**src/bridge_pwm_pkg.sv**
```systemverilog
// constants and types shared by the bridge pwm output stage
`default_nettype none
package bridge_pwm_pkg;
    // register offsets
    localparam logic [2:0] OFF_DUTY_HIGH = 3'h0;
    localparam logic [2:0] OFF_CONTROL   = 3'h1;
    localparam logic [2:0] OFF_PERIOD    = 3'h2;
    localparam logic [2:0] OFF_DEADBAND  = 3'h3;
    localparam logic [2:0] OFF_DUTY_BUF  = 3'h4;
    localparam logic [2:0] OFF_TIMER_CTL = 3'h5;
    localparam logic [2:0] OFF_TIMER     = 3'h6;
    // values after reset
    localparam logic [7:0] RST_REG       = 8'h00;
    localparam logic [7:0] RST_PERIOD    = 8'hff;
    // control register fields
    localparam int CTL_CFG_HI  = 7;
    localparam int CTL_CFG_LO  = 6;
    localparam int CTL_DLOW_HI = 5;
    localparam int CTL_DLOW_LO = 4;
    localparam int CTL_MODE_HI = 3;
    localparam int CTL_MODE_LO = 0;
    localparam int MODE_POL_AC = 1;
    localparam int MODE_POL_BD = 0;
    localparam logic [1:0] MODE_PWM_SEL = 2'h3;
    // dead-band register field
    localparam int DB_CNT_HI = 6;
    // timer control fields
    localparam int TMR_ON_BIT = 2;
    localparam int TMR_PS_HI  = 1;
    localparam logic [1:0] PS_DIV1 = 2'h0;
    localparam logic [1:0] PS_DIV4 = 2'h1;
    localparam logic [5:0] PRE_LAST1  = 6'h03;
    localparam logic [5:0] PRE_LAST4  = 6'h0f;
    localparam logic [5:0] PRE_LAST16 = 6'h3f;
    // timing: one instruction cycle is four oscillator periods
    localparam int TOSC_NS  = 10;
    localparam int TCY_NS   = 40;
    localparam int TCY_CLKS = (TCY_NS + TOSC_NS - 1) / TOSC_NS;
    // output arrangements
    typedef enum logic [1:0] {
        CFG_SINGLE   = 2'h0,
        CFG_FULL_FWD = 2'h1,
        CFG_HALF     = 2'h2,
        CFG_FULL_REV = 2'h3
    } outcfg_t;
endpackage : bridge_pwm_pkg
`default_nettype wire

```
**src/deadband_if.sv**
```systemverilog
// link between the pwm core and one dead-band delay unit
`timescale 1ns/1ns
`default_nettype none
interface deadband_if;
    logic       req;    // output wants to be active
    logic [6:0] count;  // delay in instruction cycles
    logic       grant;  // delayed active level
    modport core  (output req, output count, input grant);
    modport delay (input req, input count, output grant);
endinterface : deadband_if
`default_nettype wire

```
**src/deadband_delay.sv**
```systemverilog
// delays the inactive-to-active edge of one output
`timescale 1ns/1ns
`default_nettype none
module deadband_delay (
    // clock and reset
    input  wire logic   clk,
    input  wire logic   rst_b,
    // request and delayed grant
    deadband_if.delay   db
);
    logic [8:0] cnt_q;
    logic       grant_q;

    // reload while inactive, count down while requested
    always_ff @(posedge clk or negedge rst_b) begin
        if (!rst_b) begin
            cnt_q <= 9'h000;
        end else if (!db.req) begin
            cnt_q <= 9'(db.count * bridge_pwm_pkg::TCY_CLKS);
        end else if (cnt_q != 9'h000) begin
            cnt_q <= cnt_q - 9'h001;
        end
    end

    // active only once the delay has run out while still requested
    always_ff @(posedge clk or negedge rst_b) begin
        if (!rst_b) begin
            grant_q <= 1'b0;
        end else begin
            grant_q <= db.req && (cnt_q == 9'h000);
        end
    end

    assign db.grant = grant_q;

    // no grant while delay still counting
    holdOff_a: assert property (@(posedge clk) disable iff (!rst_b)
        db.req && cnt_q != 9'h000 |=> !grant_q)
        else $error("grant came before dead-band expired");

    // grant drops one cycle after request drops
    dropNow_a: assert property (@(posedge clk) disable iff (!rst_b)
        !db.req |=> !grant_q)
        else $error("grant held without request");
endmodule : deadband_delay
`default_nettype wire

```
**src/enhanced_bridge_pwm_output.sv**
```systemverilog
// enhanced pwm output stage: single, half-bridge and full-bridge outputs
`timescale 1ns/1ns
`default_nettype none
module enhanced_bridge_pwm_output (
    // clock and reset
    input  wire logic       clk,
    input  wire logic       rst_b,
    // register port
    input  wire logic [2:0] regAddr,
    input  wire logic [7:0] regWdata,
    input  wire logic       regWr,
    input  wire logic       regRd,
    output logic      [7:0] regRdata,
    // bridge outputs
    output logic            outA,
    output logic            outB,
    output logic            outC,
    output logic            outD
);
    // prescaler terminal count
    function automatic logic [5:0] preLast(input logic [1:0] ps);
        if (ps == bridge_pwm_pkg::PS_DIV1) begin
            return bridge_pwm_pkg::PRE_LAST1;
        end else if (ps == bridge_pwm_pkg::PS_DIV4) begin
            return bridge_pwm_pkg::PRE_LAST4;
        end
        return bridge_pwm_pkg::PRE_LAST16;
    endfunction : preLast

    // pwm mode decode
    function automatic logic isPwm(input logic [7:0] ctl);
        return ctl[bridge_pwm_pkg::CTL_MODE_HI -: 2] == bridge_pwm_pkg::MODE_PWM_SEL;
    endfunction : isPwm

    logic [7:0]  dutyHigh_q;
    logic [7:0]  ctrl_q;
    logic [7:0]  period_q;
    logic [7:0]  dbReg_q;
    logic [2:0]  tmrCtl_q;
    logic [9:0]  dutyBuf_q;
    logic [7:0]  tmr_q;
    logic [5:0]  pre_q;
    logic [6:0]  dbAct_q;
    logic [1:0]  cfgAct_q;
    logic [3:0]  modeAct_q;
    logic        pwm_q;
    logic [7:0]  rdata_q;
    logic [3:0]  outs_q;
    logic [9:0]  dutyNext;
    logic [1:0]  sub;
    logic        tmrOn;
    logic        tick;
    logic        periodEnd;
    logic        dutyMatch;
    logic        pwmMod;
    logic        pwmOn;
    logic [3:0]  lvl;
    logic [3:0]  pol;
    bridge_pwm_pkg::outcfg_t cfg;

    deadband_if dbA ();
    deadband_if dbB ();

    // software register writes
    always_ff @(posedge clk or negedge rst_b) begin
        if (!rst_b) begin
            dutyHigh_q <= bridge_pwm_pkg::RST_REG;
            ctrl_q     <= bridge_pwm_pkg::RST_REG;
            period_q   <= bridge_pwm_pkg::RST_PERIOD;
            dbReg_q    <= bridge_pwm_pkg::RST_REG;
            tmrCtl_q   <= bridge_pwm_pkg::RST_REG[2:0];
        end else if (regWr) begin
            if (regAddr == bridge_pwm_pkg::OFF_DUTY_HIGH) begin
                dutyHigh_q <= regWdata;
            end else if (regAddr == bridge_pwm_pkg::OFF_CONTROL) begin
                ctrl_q <= regWdata;
            end else if (regAddr == bridge_pwm_pkg::OFF_PERIOD) begin
                period_q <= regWdata;
            end else if (regAddr == bridge_pwm_pkg::OFF_DEADBAND) begin
                dbReg_q <= regWdata;
            end else if (regAddr == bridge_pwm_pkg::OFF_TIMER_CTL) begin
                tmrCtl_q <= regWdata[2:0];
            end
        end
    end

    // ten-bit duty from high byte and two control bits
    assign dutyNext = {dutyHigh_q,
        ctrl_q[bridge_pwm_pkg::CTL_DLOW_HI:bridge_pwm_pkg::CTL_DLOW_LO]};

    // prescaled period timer
    assign tmrOn     = tmrCtl_q[bridge_pwm_pkg::TMR_ON_BIT];
    assign tick      = tmrOn && (pre_q == preLast(tmrCtl_q[1:0]));
    assign periodEnd = tick && (tmr_q == period_q);

    always_ff @(posedge clk or negedge rst_b) begin
        if (!rst_b) begin
            pre_q <= 6'h00;
        end else if (!tmrOn || tick) begin
            pre_q <= 6'h00;
        end else begin
            pre_q <= pre_q + 6'h01;
        end
    end

    always_ff @(posedge clk or negedge rst_b) begin
        if (!rst_b) begin
            tmr_q <= 8'h00;
        end else if (periodEnd) begin
            tmr_q <= 8'h00;
        end else if (tick) begin
            tmr_q <= tmr_q + 8'h01;
        end
    end

    // sub-count: oscillator phase scaled by the prescale
    always_comb begin
        if (tmrCtl_q[1:0] == bridge_pwm_pkg::PS_DIV1) begin
            sub = pre_q[1:0];
        end else if (tmrCtl_q[1:0] == bridge_pwm_pkg::PS_DIV4) begin
            sub = pre_q[3:2];
        end else begin
            sub = pre_q[5:4];
        end
    end

    assign dutyMatch = ({tmr_q, sub} == dutyBuf_q);
    assign pwmMod    = pwm_q && !dutyMatch;

    // duty buffer: loaded at period end, writable only outside pwm mode
    always_ff @(posedge clk or negedge rst_b) begin
        if (!rst_b) begin
            dutyBuf_q <= 10'h000;
        end else if (periodEnd) begin
            dutyBuf_q <= dutyNext;
        end else if (regWr && regAddr == bridge_pwm_pkg::OFF_DUTY_BUF && !isPwm(ctrl_q)) begin
            dutyBuf_q <= {regWdata, dutyBuf_q[1:0]};
        end
    end

    // control settings take effect at the period boundary
    always_ff @(posedge clk or negedge rst_b) begin
        if (!rst_b) begin
            cfgAct_q  <= 2'h0;
            modeAct_q <= 4'h0;
        end else if (periodEnd) begin
            cfgAct_q  <= ctrl_q[bridge_pwm_pkg::CTL_CFG_HI:bridge_pwm_pkg::CTL_CFG_LO];
            modeAct_q <= ctrl_q[bridge_pwm_pkg::CTL_MODE_HI:bridge_pwm_pkg::CTL_MODE_LO];
        end
    end

    // dead-band count applies at duty match or period end
    always_ff @(posedge clk or negedge rst_b) begin
        if (!rst_b) begin
            dbAct_q <= 7'h00;
        end else if (periodEnd || (pwm_q && dutyMatch)) begin
            dbAct_q <= dbReg_q[bridge_pwm_pkg::DB_CNT_HI:0];
        end
    end

    // modulated signal: set at period end, cleared on duty match
    always_ff @(posedge clk or negedge rst_b) begin
        if (!rst_b) begin
            pwm_q <= 1'b0;
        end else if (!isPwm(ctrl_q)) begin
            pwm_q <= 1'b0;
        end else if (periodEnd) begin
            pwm_q <= (dutyNext != 10'h000);
        end else if (dutyMatch) begin
            pwm_q <= 1'b0;
        end
    end

    // leaving pwm mode stops the outputs at once
    assign pwmOn = isPwm(ctrl_q) && (modeAct_q[3:2] == bridge_pwm_pkg::MODE_PWM_SEL);
    assign cfg   = bridge_pwm_pkg::outcfg_t'(cfgAct_q);

    // both half-bridge outputs share the same dead-band count
    assign dbA.req   = pwmMod;
    assign dbA.count = dbAct_q;
    assign dbB.req   = !pwmMod;
    assign dbB.count = dbAct_q;

    deadband_delay delayA (
        .clk   (clk),
        .rst_b (rst_b),
        .db    (dbA)
    );

    deadband_delay delayB (
        .clk   (clk),
        .rst_b (rst_b),
        .db    (dbB)
    );

    // logical active levels, index 0 is output a
    always_comb begin
        lvl = 4'h0;
        if (pwmOn) begin
            case (cfg)
                bridge_pwm_pkg::CFG_SINGLE: begin
                    lvl = {3'h0, pwmMod};
                end
                bridge_pwm_pkg::CFG_HALF: begin
                    lvl = {2'h0, dbB.grant, dbA.grant};
                end
                bridge_pwm_pkg::CFG_FULL_FWD: begin
                    lvl = {pwmMod, 2'h0, 1'b1};
                end
                default: begin
                    lvl = {1'b0, 1'b1, pwmMod, 1'b0};
                end
            endcase
        end
    end

    // polarity per pair: bit set means that pair is active low
    assign pol = {modeAct_q[bridge_pwm_pkg::MODE_POL_BD], modeAct_q[bridge_pwm_pkg::MODE_POL_AC],
                  modeAct_q[bridge_pwm_pkg::MODE_POL_BD], modeAct_q[bridge_pwm_pkg::MODE_POL_AC]};

    // registered pins
    always_ff @(posedge clk or negedge rst_b) begin
        if (!rst_b) begin
            outs_q <= 4'h0;
        end else begin
            outs_q <= pwmOn ? (lvl ^ pol) : 4'h0;
        end
    end

    assign outA = outs_q[0];
    assign outB = outs_q[1];
    assign outC = outs_q[2];
    assign outD = outs_q[3];

    // read data valid only in the cycle after the strobe
    always_ff @(posedge clk or negedge rst_b) begin
        if (!rst_b) begin
            rdata_q <= 8'h00;
        end else if (!regRd) begin
            rdata_q <= 8'h00;
        end else if (regAddr == bridge_pwm_pkg::OFF_DUTY_HIGH) begin
            rdata_q <= dutyHigh_q;
        end else if (regAddr == bridge_pwm_pkg::OFF_CONTROL) begin
            rdata_q <= ctrl_q;
        end else if (regAddr == bridge_pwm_pkg::OFF_PERIOD) begin
            rdata_q <= period_q;
        end else if (regAddr == bridge_pwm_pkg::OFF_DEADBAND) begin
            rdata_q <= dbReg_q;
        end else if (regAddr == bridge_pwm_pkg::OFF_DUTY_BUF) begin
            rdata_q <= dutyBuf_q[9:2];
        end else if (regAddr == bridge_pwm_pkg::OFF_TIMER_CTL) begin
            rdata_q <= {5'h00, tmrCtl_q};
        end else if (regAddr == bridge_pwm_pkg::OFF_TIMER) begin
            rdata_q <= tmr_q;
        end else begin
            rdata_q <= 8'h00;
        end
    end

    assign regRdata = rdata_q;

    // buffer takes the written duty at period end
    dutyLoad_a: assert property (@(posedge clk) disable iff (!rst_b)
        periodEnd |=> dutyBuf_q == $past(dutyNext))
        else $error("duty buffer not loaded at period end");

    // timer restarts at period end
    timerClr_a: assert property (@(posedge clk) disable iff (!rst_b)
        periodEnd |=> tmr_q == 8'h00)
        else $error("timer not cleared at period end");

    // output set at period end unless duty zero
    outSet_a: assert property (@(posedge clk) disable iff (!rst_b)
        periodEnd && isPwm(ctrl_q) |=> pwm_q == $past(dutyNext != 10'h000))
        else $error("modulated output wrong after period end");

    // duty match clears the output
    outClear_a: assert property (@(posedge clk) disable iff (!rst_b)
        pwm_q && dutyMatch && !periodEnd |=> !pwm_q)
        else $error("output not cleared on duty match");

    // buffer unchanged by writes in pwm mode
    bufferRo_a: assert property (@(posedge clk) disable iff (!rst_b)
        regWr && regAddr == bridge_pwm_pkg::OFF_DUTY_BUF && isPwm(ctrl_q) && !periodEnd
        |=> $stable(dutyBuf_q))
        else $error("duty buffer written in pwm mode");

    // long duty keeps output set through the period
    longDuty_a: assert property (@(posedge clk) disable iff (!rst_b)
        pwm_q && isPwm(ctrl_q) && dutyBuf_q > {period_q, 2'h3} && !periodEnd |=> pwm_q)
        else $error("output cleared although duty exceeds period");

    // full forward levels
    fullFwd_a: assert property (@(posedge clk) disable iff (!rst_b)
        pwmOn && cfg == bridge_pwm_pkg::CFG_FULL_FWD |-> lvl == {pwmMod, 3'h1})
        else $error("forward full-bridge levels wrong");

    // full reverse levels
    fullRev_a: assert property (@(posedge clk) disable iff (!rst_b)
        pwmOn && cfg == bridge_pwm_pkg::CFG_FULL_REV |-> lvl == {2'h1, pwmMod, 1'b0})
        else $error("reverse full-bridge levels wrong");

    // at most two active in full-bridge
    twoActive_a: assert property (@(posedge clk) disable iff (!rst_b)
        cfg == bridge_pwm_pkg::CFG_FULL_FWD || cfg == bridge_pwm_pkg::CFG_FULL_REV
        |-> $countones(lvl) <= 2)
        else $error("more than two bridge outputs active");

    // single mode only output a
    singleOnly_a: assert property (@(posedge clk) disable iff (!rst_b)
        pwmOn && cfg == bridge_pwm_pkg::CFG_SINGLE |-> lvl == {3'h0, pwmMod})
        else $error("single mode drives other outputs");

    // half-bridge outputs never active together
    halfApart_a: assert property (@(posedge clk) disable iff (!rst_b)
        cfg == bridge_pwm_pkg::CFG_HALF |-> !(lvl[0] && lvl[1]))
        else $error("half-bridge outputs overlap");

    // pins follow levels and polarity one cycle later
    pinPol_a: assert property (@(posedge clk) disable iff (!rst_b)
        pwmOn ##1 1'b1 |-> {outD, outC, outB, outA} == $past(lvl ^ pol))
        else $error("pin polarity wrong");
endmodule : enhanced_bridge_pwm_output
`default_nettype wire

```
**config.mk**
```make
export PLATFORM = sky130hd
export DESIGN_NAME = enhanced_bridge_pwm_output
export DESIGN_NICKNAME = d
export VERILOG_FILES = /design/src/bridge_pwm_pkg.sv /design/src/deadband_if.sv /design/src/deadband_delay.sv /design/src/enhanced_bridge_pwm_output.sv
export SDC_FILE = /design/constraint.sdc
export NUM_CORES = 1
export LEC_CHECK = 0
export BUFFER_PORTS_ARGS = -buffer_cell sky130_fd_sc_hd__buf_2
export CAP_MARGIN = 20
export CORE_MARGIN = 8
export CORE_UTILIZATION = 61
export DETAILED_ROUTE_END_ITERATION = 8
export GPL_ROUTABILITY_DRIVEN = 0
export HOLD_SLACK_MARGIN = 0.1
export PLACE_DENSITY = 0.79
export SYNTH_ARGS = -nofsm -noshare
export SYNTH_HDL_FRONTEND = slang
export SYNTH_HIERARCHICAL = 1
export SYNTH_SLANG_ARGS = --single-unit
```
**constraint.sdc**
```tcl
create_clock -name clk -period 2.53 [get_ports clk]
set_input_delay 0.3795 -clock clk [delete_from_list [all_inputs] [get_ports clk]]
set_output_delay 0.3795 -clock clk [all_outputs]
set_load 0.05 [all_outputs]
```
==> results.yml <==
power:
  peakVddDrop_mv: 0.3743
  power_density_nw_per_um2: 702.3
  p_leak_nw: 2.631
  total_power_w: 0.004084
critical_path:
  rr_startpoint: "tmr_q[0]"
  crit_fanout: 7
  crit_end: "delayB/cnt_q[7]"
  path_class: "reg -> reg"
  required_ns: 2.78
  rrSetupSlack_ns: 0.33
  setup.worst_path.end_class: "flip-flop"
  critPathLaunchType: "flip-flop"
  worstRegToRegCells: 9
  cp.arrival_ns: 2.45
  r2r_end: "delayB/cnt_q[7]"
  crit_start: "tmr_q[0]"
status:
  status: "complete, no violations"
synth:
  yosysWarnings: 6
  synth_edf_count: 0
  ys_types: 58
  netlist_instances: 483
  yosysTopAreaCellShare_pct: 45.04
  synth_top_family_by_area: "multiplexers"
  ys_seq_area_share_pct: 48.94
  synth-simple-area-share_pct: 13.42
  synth_nets: 502
  synth.area.top_cells: "dfrtp_1 (45%), mux2_2 (10%), dfstp_2 (3.9%)"
  synth_compound_area_share_pct: 12.61
  ys.flop_type: "dfrtp_1"
  synth-async-reset-ratio_pct: 100.0
  avgSynthCellArea_um2: 11.16
  synth_top_cell_by_area: "dfrtp_1"
  synth_mux_area_share_pct: 16.32
  syn-cell-area_um2: 5389
  synth_xor_area_share_pct: 4.713
  ys_ff_latch: 105
  synthAdderAreaFrac_pct: 0.9287
global_route:
  grt.met1_usage_pct: 25.06
  top_usage_layer: "met2"
  use_met3_pct: 3.895
  grt.met2_usage_pct: 35.19
  grt_max_degree: 45
  grt_pass1_vias: 3928
  grt_antenna_before_repair: 0
  grt-ovfl-total: 0
  grt_usage_pct: 20.64
  grt_pass1_wl_mm: 19.40
clock_tree:
  clock_path_buffers: 2
  numCtsBuffers: 9
  clkLatencyLatePin_ns: 0.37
  cts_setup_buffers: 0
  cts_tree: "done"
  holdBufCountCts: 1
  cts.htree.levels: 3
  path_clk_slew_ns: 0.09
  cts.repair.resized: 0
  cts_sinks: 105
  cts_root_buffer: "clkbuf_8"
sta:
  rsz0062_at_grt: "no"
  fmax_mhz: 453.9
  setup_viol: 0
  finClkSkew_ns: 0.006183
  worst-slew-pin-transition_ns: 0.6294
  timing.final.crit_share_pct: 87.08
  min_period_ns: 2.203
  slew_violations: 0
  finalSetupTns_ns: 0
  slew_headroom_pct: 57.82
  hold_violations: 0
run:
  timing.max_cap.violations: 0
final_layout:
  top_register: "dutyBuf_q"
  largest_reg_flops: 10
  multiInputGateArea_um2: 2586
  ff_latch_area_um2: 2638
  reg.largest.list: "dutyBuf_q x10, delayA/cnt_q x9, delayB/cnt_q x9"
  layout_commonest_cell: "dfrtp_1"
  final_layout_size_suffix_gt1_share_pct: 25.68
  nets: 528
  fill_cells: 668
  syn_to_final_growth_pct: 7.917
  post-route-util_pct: 67.34
  final_cell_mix: "dfrtp_1 (97), mux2_2 (49), nor2_1 (40)"
  n_antenna_cell: 0
routing:
  antenna_left: 0
  vias_per_cell: 6.105
  drtIter0Drc: 267
  avgRoutedWirePerCell_um: 18.43
  wirelength_mm: 11.46
  drt_first_pass_iters: 4
  vias: 3797
  drc_errors: 0
die:
  num_rows: 34
  die_w_um: 110.0
  core_um2: 8636
  io_pins: 27
  die_h_um: 110.0
  die_area_um2: 12100
  start_util_pct: 62.40
hold_path:
  min_delay_path_depth: 2
  hp-class: "in -> reg"
place:
  placement.io_buffers: 26
  hpwl_mm: 8.497
==> metal layers <==
metal  up-vias  share of wire, %  wire, µm
met5         -                 0         0
met4         0               2.3       260
met3        26               3.6       409
met2        70                51      5837
met1      1898                43      4954
li1       1803                 -         -
==> metrics by stage <==
step | hold slack, ns | instance area (µm²) | instances | setup slack (ns)
floorplan | 0.08391 | 5389 | 483 | 0.3054
global placement | 0.4000 | 5632 | 605 | 0.4655
detailed placement | 0.4076 | 5632 | 605 | 0.4007
CTS | 0.2986 | 5816 | 622 | 0.3266
global route | 0.3079 | 5816 | 622 | 0.1601
finish | 0.3144 | 5816 | 622 | 0.3270
==> power by group <==
group	internal, W	switching, W	total (W)
registers	0.00196	0.000300	0.00226
logic	0.000447	0.000447	0.000894
clock network	0.000386	0.000546	0.000932
total	0.00279	0.00129	0.00408
==> layout make-up <==
type / count / share of cell area (%)
Timing Repair Buffer: 36 / 3.830
Clock inverter: 4 / 0.4948
Tap cell: 108 / 2.324
Clock buffer: 12 / 2.496
Inverter: 16 / 1.033
Sequential cell: 105 / 45.35
Multi-Input combinational cell: 341 / 44.47
==> logic make-up (layout without fill, tap and decap cells) <==
logic type / after synthesis / in the layout
buf+inv: 37 / 68
xor+xnor: 29 / 29
compound gates: 99 / 99
fa+ha+maj: 4 / 4
simple gates: 131 / 131
mux: 78 / 78
flops: 105 / 105
==> worst min-delay path by stage <==
stage | from | to | slack [ns]
2_1_floorplan | rst_b | cfg[0] | 0.08
3_3_place_gp | rst_b | delayB/cnt_q[1] | 0.40
3_5_place_dp | rst_b | delayB/cnt_q[1] | 0.41
4_1_cts | regWdata[5] | dutyHigh_q[5] | 0.30
5_1_grt | regWdata[5] | dutyHigh_q[5] | 0.31
6_report | regWdata[5] | dutyHigh_q[5] | 0.31
==> Yosys cell counts, drive strengths merged, types with 3 or more instances <==
cell type,number
nand2b,9
a31oi,4
xnor2,15
o31a,3
o311ai,5
a22oi,8
o21ai,31
and2,4
nor2b,6
nor2,40
mux2,58
nand2,16
o22ai,5
dfrtp,97
dfstp,8
buf,8
or3,3
nand3,8
ha,4
xor2,14
inv,16
a211oi,4
o2bb2ai,4
or4,4
or2,4
mux2i,20
clkbuf,13
nand4,3
nor4,5
o31ai,5
and3,7
o211ai,5
nor3,12
a21oi,15
==> worst max-delay path, cell delays in order (launching register included) <==
cell,delay (ns)
dfrtp_1,0.47
xor2_1,0.19
nor4_1,0.31
nand2_1,0.11
nor3_2,0.30
nor2_1,0.11
inv_1,0.14
inv_1,0.11
nor3_1,0.30
a211oi_2,0.06
Note: power is estimated with default switching activity, not from simulation.
